$ cat src/pwmsc_pkg.sv
`default_nettype none
package pwmsc_pkg;
    // ------------------------------------------------------------
    // Widths
    // ------------------------------------------------------------
    localparam int CNT_W = 16;
    localparam int ADDR_W = 4;
    localparam int DATA_W = 16;

    // ------------------------------------------------------------
    // Register indices
    // ------------------------------------------------------------
    localparam logic [ADDR_W-1:0] ADDR_CTRL = 4'h0;
    localparam logic [ADDR_W-1:0] ADDR_PHASE = 4'h1;
    localparam logic [ADDR_W-1:0] ADDR_PERIOD = 4'h2;
    localparam logic [ADDR_W-1:0] ADDR_COMPARE_A = 4'h3;
    localparam logic [ADDR_W-1:0] ADDR_COUNTER = 4'h4;
    localparam logic [ADDR_W-1:0] ADDR_STATUS = 4'h5;

    // ------------------------------------------------------------
    // Control register fields and reset values
    // ------------------------------------------------------------
    localparam int CTRL_MODE_LSB = 0;
    localparam int CTRL_PHEN_BIT = 2;
    localparam int CTRL_PHDIR_BIT = 3;
    localparam int CTRL_SOSEL_BIT = 4;
    localparam int CTRL_RUN_BIT = 5;
    localparam logic [CNT_W-1:0] CNT_ZERO = 16'h0000;
    localparam logic [CNT_W-1:0] CNT_ONE = 16'h0001;
    localparam logic [DATA_W-1:0] DATA_ZERO = 16'h0000;

    // Counting modes; the 2-bit field value is the enum value.
    typedef enum logic [1:0] {
        PWMSC_UP = 2'h0,
        PWMSC_DOWN = 2'h1,
        PWMSC_UPDOWN = 2'h2,
        PWMSC_STOP = 2'h3
    } pwmsc_mode_type;

    // Direction state, one-hot.
    typedef enum logic [1:0] {
        PWMSC_DIR_UP = 2'b01,
        PWMSC_DIR_DOWN = 2'b10
    } pwmsc_dir_type;

    typedef struct packed {
        logic run;
        logic sync_out_select;
        logic phase_direction;
        logic phase_load_enable;
        pwmsc_mode_type count_direction_mode;
    } pwmsc_ctrl_type;

    localparam pwmsc_ctrl_type CTRL_RESET = '{
        run: 1'b0, sync_out_select: 1'b0, phase_direction: 1'b0,
        phase_load_enable: 1'b0, count_direction_mode: PWMSC_STOP};

    typedef struct packed {
        logic [ADDR_W-1:0] addr;
        logic [DATA_W-1:0] wdata;
        logic wr;
        logic rd;
    } pwmsc_bus_type;
endpackage
`default_nettype wire

$ cat src/pwmsc_channel.sv
// The register addresses and the plain strobed port were left to the implementer.
`default_nettype none
// Contract
// - Sync pulse loads phase into counter
// - Loaded phase gives lead of phase/period*360; the up-down count of 2 x period ticks gives phase/period*180
// - Up-down period lasts twice period value
// - After sync load, programmed direction applies
// - Output A set up-match, cleared down-match
module pwmsc_channel
    import pwmsc_pkg::*;
(
    // Clock and reset
    input wire logic mclk,
    input wire logic rst,
    // Register port
    input wire pwmsc_bus_type bus,
    output logic [DATA_W-1:0] rdata,
    // Sync chain
    input wire logic sync_input_pulse,
    output logic sync_output_pulse,
    // PWM output
    output logic pwm_out_a
);
    pwmsc_ctrl_type ctrl;
    logic [CNT_W-1:0] phase_value;
    logic [CNT_W-1:0] period_value;
    logic [CNT_W-1:0] compare_a;
    logic [CNT_W-1:0] time_base_counter;
    pwmsc_dir_type dir;
    logic sync_seen;
    logic sync_seen_set;
    logic sync_seen_clear;
    logic counting;
    logic at_zero;
    logic at_compare;
    logic zero_event;
    logic [DATA_W-1:0] status_word;
    logic [DATA_W-1:0] next_rdata;
    logic next_sync_output_pulse;
    logic next_pwm_out_a;

    // ------------------------------------------------------------
    // Registers
    // ------------------------------------------------------------
    // Register map, one 16-bit word per index:
    //   control - mode, phase load enable, phase direction, sync out select, run.
    //   phase - count loaded by an accepted sync pulse.
    //   period - turn point of the counter.
    //   compare A - match value for output A.
    //   counter - live count, read only.
    //   status - direction up and sync seen; reading status clears sync seen.
    // Unmapped reads return zero and unmapped writes are dropped.

    // Each register has its own process; a write lands on the edge after the
    // strobe, so the time base sees a new value from the following tick on.
    always_ff @(posedge mclk or posedge rst) begin
        if (rst) begin
            ctrl <= CTRL_RESET;
        end else if (bus.wr && bus.addr == ADDR_CTRL) begin
            ctrl <= pwmsc_ctrl_type'(bus.wdata[$bits(pwmsc_ctrl_type)-1:0]);
        end
    end

    always_ff @(posedge mclk or posedge rst) begin
        if (rst) begin
            phase_value <= CNT_ZERO;
        end else if (bus.wr && bus.addr == ADDR_PHASE) begin
            phase_value <= bus.wdata;
        end
    end

    always_ff @(posedge mclk or posedge rst) begin
        if (rst) begin
            period_value <= CNT_ZERO;
        end else if (bus.wr && bus.addr == ADDR_PERIOD) begin
            period_value <= bus.wdata;
        end
    end

    always_ff @(posedge mclk or posedge rst) begin
        if (rst) begin
            compare_a <= CNT_ZERO;
        end else if (bus.wr && bus.addr == ADDR_COMPARE_A) begin
            compare_a <= bus.wdata;
        end
    end

    // ------------------------------------------------------------
    // Sync arrival record
    // ------------------------------------------------------------
    // A new pulse wins over a read clear in the same tick, so no arrival is lost.
    always_comb begin
        sync_seen_set = sync_input_pulse;
        sync_seen_clear = bus.rd && bus.addr == ADDR_STATUS;
    end

    always_ff @(posedge mclk or posedge rst) begin
        if (rst) begin
            sync_seen <= 1'b0;
        end else if (sync_seen_set) begin
            sync_seen <= 1'b1;
        end else if (sync_seen_clear) begin
            sync_seen <= 1'b0;
        end
    end

    // ------------------------------------------------------------
    // Event decode
    // ------------------------------------------------------------
    // A stopped or halted counter does not move, so a counter parked at zero
    // must not repeat the zero sync on every tick.
    always_comb begin
        counting = ctrl.run && ctrl.count_direction_mode != PWMSC_STOP;
        at_zero = time_base_counter == CNT_ZERO;
        at_compare = time_base_counter == compare_a;
        zero_event = counting && at_zero;
    end

    // ------------------------------------------------------------
    // Read data
    // ------------------------------------------------------------
    always_comb begin
        status_word = DATA_W'({sync_seen, dir == PWMSC_DIR_UP});
    end

    // Read data are zero outside the cycle after a read strobe, so a master
    // may OR several slaves' read buses together.
    always_comb begin
        next_rdata = DATA_ZERO;
        if (bus.rd) begin
            case (bus.addr)
                ADDR_CTRL: next_rdata = DATA_W'(ctrl);
                ADDR_PHASE: next_rdata = phase_value;
                ADDR_PERIOD: next_rdata = period_value;
                ADDR_COMPARE_A: next_rdata = compare_a;
                ADDR_COUNTER: next_rdata = time_base_counter;
                ADDR_STATUS: next_rdata = status_word;
                default: next_rdata = DATA_ZERO;
            endcase
        end
    end

    always_ff @(posedge mclk or posedge rst) begin
        if (rst) begin
            rdata <= DATA_ZERO;
        end else begin
            rdata <= next_rdata;
        end
    end

    // ------------------------------------------------------------
    // Time base
    // ------------------------------------------------------------
    // The counter and its direction live in one module, so the sync load and
    // the turn points are decided in a single place.
    pwmsc_time_base u_time_base (
        .mclk(mclk),
        .rst(rst),
        .ctrl(ctrl),
        .phase_value(phase_value),
        .period_value(period_value),
        .sync_input_pulse(sync_input_pulse),
        .time_base_counter(time_base_counter),
        .dir(dir)
    );

    // ------------------------------------------------------------
    // Sync output
    // ------------------------------------------------------------
    // Pass-through stays live while the counter is halted, so a chain can be
    // fed through a stopped module.
    always_comb begin
        if (ctrl.sync_out_select) begin
            next_sync_output_pulse = zero_event;
        end else begin
            next_sync_output_pulse = sync_input_pulse;
        end
    end

    // Registered to keep the output a flip-flop; each stage of a chain adds one tick.
    always_ff @(posedge mclk or posedge rst) begin
        if (rst) begin
            sync_output_pulse <= 1'b0;
        end else begin
            sync_output_pulse <= next_sync_output_pulse;
        end
    end

    // ------------------------------------------------------------
    // Action qualifier, output A
    // ------------------------------------------------------------
    // The output holds its level between matches; a halted counter leaves it alone.
    always_comb begin
        next_pwm_out_a = pwm_out_a;
        if (ctrl.run && at_compare) begin
            case (dir)
                PWMSC_DIR_UP: next_pwm_out_a = 1'b1;
                PWMSC_DIR_DOWN: next_pwm_out_a = 1'b0;
                default: next_pwm_out_a = pwm_out_a;
            endcase
        end
    end

    always_ff @(posedge mclk or posedge rst) begin
        if (rst) begin
            pwm_out_a <= 1'b0;
        end else begin
            pwm_out_a <= next_pwm_out_a;
        end
    end
endmodule
`default_nettype wire

$ cat src/pwmsc_time_base.sv
`default_nettype none
module pwmsc_time_base
    import pwmsc_pkg::*;
(
    // Clock and reset
    input wire logic mclk,
    input wire logic rst,
    // Configuration
    input wire pwmsc_ctrl_type ctrl,
    input wire logic [CNT_W-1:0] phase_value,
    input wire logic [CNT_W-1:0] period_value,
    // Sync
    input wire logic sync_input_pulse,
    // State
    output logic [CNT_W-1:0] time_base_counter,
    output pwmsc_dir_type dir
);
    logic sync_load;
    assign sync_load = ctrl.phase_load_enable && sync_input_pulse;

    // ------------------------------------------------------------
    // Counter
    // ------------------------------------------------------------
    always_ff @(posedge mclk or posedge rst) begin
        if (rst) begin
            time_base_counter <= CNT_ZERO;
        end else if (!ctrl.run) begin
            time_base_counter <= time_base_counter;
        end else if (sync_load) begin
            time_base_counter <= phase_value;
        end else begin
            case (ctrl.count_direction_mode)
                PWMSC_UP: begin
                    time_base_counter <= (time_base_counter >= period_value) ? CNT_ZERO
                        : time_base_counter + CNT_ONE;
                end
                PWMSC_DOWN: begin
                    time_base_counter <= (time_base_counter == CNT_ZERO) ? period_value
                        : time_base_counter - CNT_ONE;
                end
                PWMSC_UPDOWN: begin
                    // Turning at the period and at zero gives 2 x period ticks.
                    if (dir == PWMSC_DIR_UP) begin
                        time_base_counter <= (time_base_counter >= period_value)
                            ? time_base_counter - CNT_ONE : time_base_counter + CNT_ONE;
                    end else begin
                        time_base_counter <= (time_base_counter == CNT_ZERO)
                            ? CNT_ONE : time_base_counter - CNT_ONE;
                    end
                end
                default: begin
                    time_base_counter <= time_base_counter;
                end
            endcase
        end
    end

    // ------------------------------------------------------------
    // Direction
    // ------------------------------------------------------------
    always_ff @(posedge mclk or posedge rst) begin
        if (rst) begin
            dir <= PWMSC_DIR_UP;
        end else if (!ctrl.run) begin
            dir <= dir;
        end else if (sync_load && ctrl.count_direction_mode == PWMSC_UPDOWN) begin
            dir <= ctrl.phase_direction ? PWMSC_DIR_UP : PWMSC_DIR_DOWN;
        end else begin
            case (ctrl.count_direction_mode)
                PWMSC_UP: dir <= PWMSC_DIR_UP;
                PWMSC_DOWN: dir <= PWMSC_DIR_DOWN;
                PWMSC_UPDOWN: begin
                    case (dir)
                        PWMSC_DIR_UP: begin
                            if (time_base_counter >= period_value) begin
                                dir <= PWMSC_DIR_DOWN;
                            end
                        end
                        PWMSC_DIR_DOWN: begin
                            if (time_base_counter == CNT_ZERO) begin
                                dir <= PWMSC_DIR_UP;
                            end
                        end
                        default: dir <= PWMSC_DIR_UP;
                    endcase
                end
                default: dir <= dir;
            endcase
        end
    end
endmodule
`default_nettype wire

$ cat config.mk
export PLATFORM = sky130hd
export DESIGN_NAME = pwmsc_channel
export DESIGN_NICKNAME = d
export VERILOG_FILES = /design/src/pwmsc_pkg.sv /design/src/pwmsc_channel.sv /design/src/pwmsc_time_base.sv
export SDC_FILE = /design/constraint.sdc
export NUM_CORES = 1
export LEC_CHECK = 0
export BUFFER_PORTS_ARGS = -buffer_cell sky130_fd_sc_hd__buf_2
export CORE_MARGIN = 8
export CORE_UTILIZATION = 55
export DETAILED_ROUTE_END_ITERATION = 6
export HOLD_SLACK_MARGIN = 0.05
export PLACE_DENSITY = 0.74
export SLEW_MARGIN = 20
export SYNTH_ARGS = -nofsm -noshare
export SYNTH_HDL_FRONTEND = slang
export SYNTH_SLANG_ARGS = --single-unit
$ cat constraint.sdc
create_clock -name mclk -period 6.35 [get_ports mclk]
set_input_delay 1.27 -clock mclk [delete_from_list [all_inputs] [get_ports mclk]]
set_output_delay 1.27 -clock mclk [all_outputs]
set_load 0.005 [all_outputs]
==> results by group <==
Synthesis
  – Unique cell type count in the Yosys netlist: 58
  – EDFF count, synth: 0
  – Synthesized area per cell: 9.80 um2
  – Seq/Total Area, Yosys: about 41%
  – Post-synthesis async set-or-reset flop share: 100%
  – Yosys warning count: 0
  – Top cell type's share of synthesized area: about two fifths
  – Post-synthesis sequential element count: 91
  – Main area contributors after synthesis: dfrtp_1 39%, mux2_2 6.1%, ha_1 5.8%, mux2_1 4.8%, nand2_1 4.1%
  – Synth Cell Area: about 0.0056 mm2
  – Syn Nets: between 600 and 700
  – Most frequent cells after synthesis: 88 x dfrtp_1, 61 x nand2_1, 38 x a21oi_1, 31 x clkbuf_1, 30 x mux2_2
  – Gate Count Post-Synth: roughly 570
  – Post-synth top area cell: dfrtp_1
  – Most common cell in the netlist: dfrtp_1
  – Commonest register cell after synthesis: dfrtp_1

Job
  – Maxcap violations: 0

CTS
  – Worst-Skew Late Latency: approximately 0.38 ns
  – Post-cts sizing count: 0
  – Root buffer cell: clkbuf_8
  – CTS clk-pin slew, worst paths: 0.11 ns
  – H-tree depth: 3
  – CTS Buffer Depth: 2
  – Post-CTS setup buffers: 0
  – Post-CTS Hold Buffers: 0
  – Inserted Clock Buffers: 9
  – CTS tree: yes
  – CTS Sinks: between 90 and 100

Pwr
  – Leakage: around 2.7 nW
  – Cell Pwr Density: 393 mW/mm2
  – Total design power: ~0.0024 W
  – Worst IR Drop VDD: around 0.28 mV

Global routing
  – Tot GR Track Use: approximately 24%
  – Antenna violations before repair: 0
  – Vias in the first global route: about 4600
  – First-pass GRT wire length: about 25000 um
  – Largest net degree at the start of global routing: slightly above 70
  – Total gr overflow: 0

STA
  – Worst Skew: between 0.01 and 0.015 ns
  – Worst-margin pin slew: around 0.92 ns
  – Hold Vio Cnt, Final: 0
  – Post-route setup TNS: 0 ns
  – Rel. slew slack: 38.8%
  – Hold WS: 0.486 ns
  – Min cycle time layout: between 3 and 4 ns
  – Maximum clock frequency: between 300 and 400 MHz
  – Final Cycle Share: 49.7%
  – Slew Viols, Final: 0
  – Setup violators final: 0
  – RSZ-0062 raised after global routing: no

Worst hold path
  – Hold Path Origin: pwm_out_a
  – Hold EP: pwm_out_a
  – HP Class: flip-flop to flip-flop
  – Hold Path Depth: 2

Critical path
  – CP Class: flip-flop to flip-flop
  – R2R Setup Slk: approximately 3.2 ns
  – CP Capture Type: flip-flop
  – Max Fanout on Critical Path: 16
  – CP startpoint kind: flip-flop
  – Worst Path Arrival: approximately 3.5 ns
  – Worst Path Required: around 6.7 ns
  – FF-to-FF path depth: 8
  – Worst R2R End: u_time_base.time_base_counter[10]
  – Worst r2r src: u_time_base.time_base_counter[2]

Die
  – Die Span Y: around 120 um
  – Die area: about 0.014 mm2
  – IO Pins: 43
  – Row count: 36
  – Core region area: 0.00982 mm2
  – Starting density of the core: a little under three fifths
  – Die X-Extent: around 120 um

Finish
  – Post-route cell area: 0.00608 mm2
  – Fill count: 820
  – Layout cell share with drive strength beyond 1: between 15 and 20%
  – Final nets: 641
  – Area delta synth->final: 8.98%
  – Antenna cells: 0

Route
  – Drt drc: 0
  – Routed Antenna Nets: 0
  – Vias post-DR: about 4700
  – Drt total wl: roughly 15000 um
  – Vias per cell: approximately 6.4
  – Drt pass-1 iters: 6
  – 1st-iter DRT viols: between 400 and 500
  – DR WL/cell: 21.3 um

Outcome
  – Outcome: complete, no violations

Placed design
  – Port bufs: between 40 and 50
  – Dpl cell area: around 0.0059 mm2
  – GPL Wtd Cong: 0.881
  – Dpl hpwl: around 11000 um
-- sequential cells by signal (all words and copies together) (netlist names) --
| register | flops |
|---|---|
| compare_a | 16 |
| period_value | 16 |
| sync_seen | 1 |
| phase_value | 16 |
| sync_output_pulse | 1 |
| pwm_out_a | 1 |
| u_time_base.time_base_counter | 16 |
| rdata | 16 |
| u_time_base.dir | 2 |
| ctrl | 6 |
-- cell usage in the layout (no fill, tap or decap), drive strengths merged, types with 2 or more instances in the layout --
master   instances
or3             15
inv             30
xor2            22
a221oi          11
nand2b           2
nor2            19
nor4bb           2
o211ai           3
nor4            11
a211oi           3
o21ai           27
mux2i            4
a21o             4
clkinv           4
a31oi            7
a21oi           39
mux2            54
nand2           61
nand3           10
buf             48
a222oi          10
o211a            2
a22oi           14
and2             3
ha              26
o31ai            4
nor4b            4
xnor2           17
nand4            6
o2bb2ai          2
dfstp            3
and4             2
and3             2
dfrtp           88
clkbuf           9
o22ai            5
nor3             8
-- worst max-delay path, cell delays in order (launching register included) --
cell and delay [ns]:
dfrtp_1 0.70, ha_1 0.35, a211o_1 0.26, a31oi_1 0.14
o221ai_1 0.18, a21o_1 0.33, nor2_1 0.70, a21oi_1 0.14
a211oi_1 0.25
-- kinds of logic (layout without fill, tap and decap cells) --
kind of cell,Yosys count,count (layout),share of synthesized area [%]
DFF,91,91,40.9
muxes,58,58,11.6
and+or+nand+nor,150,150,14.0
buffers and inverters,66,92,4.69
adders and majority gates,26,26,5.83
xor gates and xnor gates,39,39,6.13
AOI/OAI and AO/OA,139,139,16.8
-- cell type report --
cell class | count | area (um2) | share of cell area, %
well taps | 133 | 166 | 2.74
inverters | 28 | 106 | 1.75
clock buffers | 9 | 124 | 2.04
flip-flops and latches | 91 | 2280 | 37.5
multi-input cells | 412 | 3050 | 50.2
repair buffers | 48 | 255 | 4.20
clock inverters | 7 | 95.1 | 1.57
-- routing by layer --
| metal | up-vias | routed length [um] | track usage (%) |
|---|---|---|---|
| li1 | 2124 | - | - |
| met1 | 2293 | 6620 | 32.7 |
| met2 | 234 | 7010 | 37.2 |
| met3 | 40 | 1390 | 5.95 |
| met4 | 0 | 468 | 8.79 |
| met5 | - | 0 | 0 |
-- through the flow --
| step | setup WS [ns] | std cells | util (%) |
|---|---|---|---|
| detailed placement | 3.04 | 712 | 59.6 |
| floorplan | 2.72 | 569 | - |
| global route | 2.93 | 728 | 61.9 |
| CTS | 3.21 | 728 | 61.9 |
| global placement | 3.13 | 712 | 59.6 |
| finish | 3.19 | 728 | 61.9 |
-- power by group --
group,total [W],internal [W],switching [W],leakage [nW]
registers,0.00103,0.000721,0.000312,1.13
logic,0.000921,0.000402,0.000519,1.41
clock network,0.000432,0.000194,0.000238,0.111
total,0.00239,0.00132,0.00107,2.65
-- worst max-delay path by stage --
stage                                     start  slack, ns                                 to  depth (start not counted)
5_1_grt        u_time_base.time_base_counter[2]       2.93  u_time_base.time_base_counter[10]                          8
6_report       u_time_base.time_base_counter[2]       3.19  u_time_base.time_base_counter[10]                          8
3_5_place_dp                   sync_input_pulse       3.04   u_time_base.time_base_counter[4]                          8
4_1_cts        u_time_base.time_base_counter[2]       3.21  u_time_base.time_base_counter[10]                          8
2_1_floorplan                               rst       2.72                       compare_a[0]                          1
3_3_place_gp                   sync_input_pulse       3.13   u_time_base.time_base_counter[4]                          8
Power figures use the tool's default switching activity.
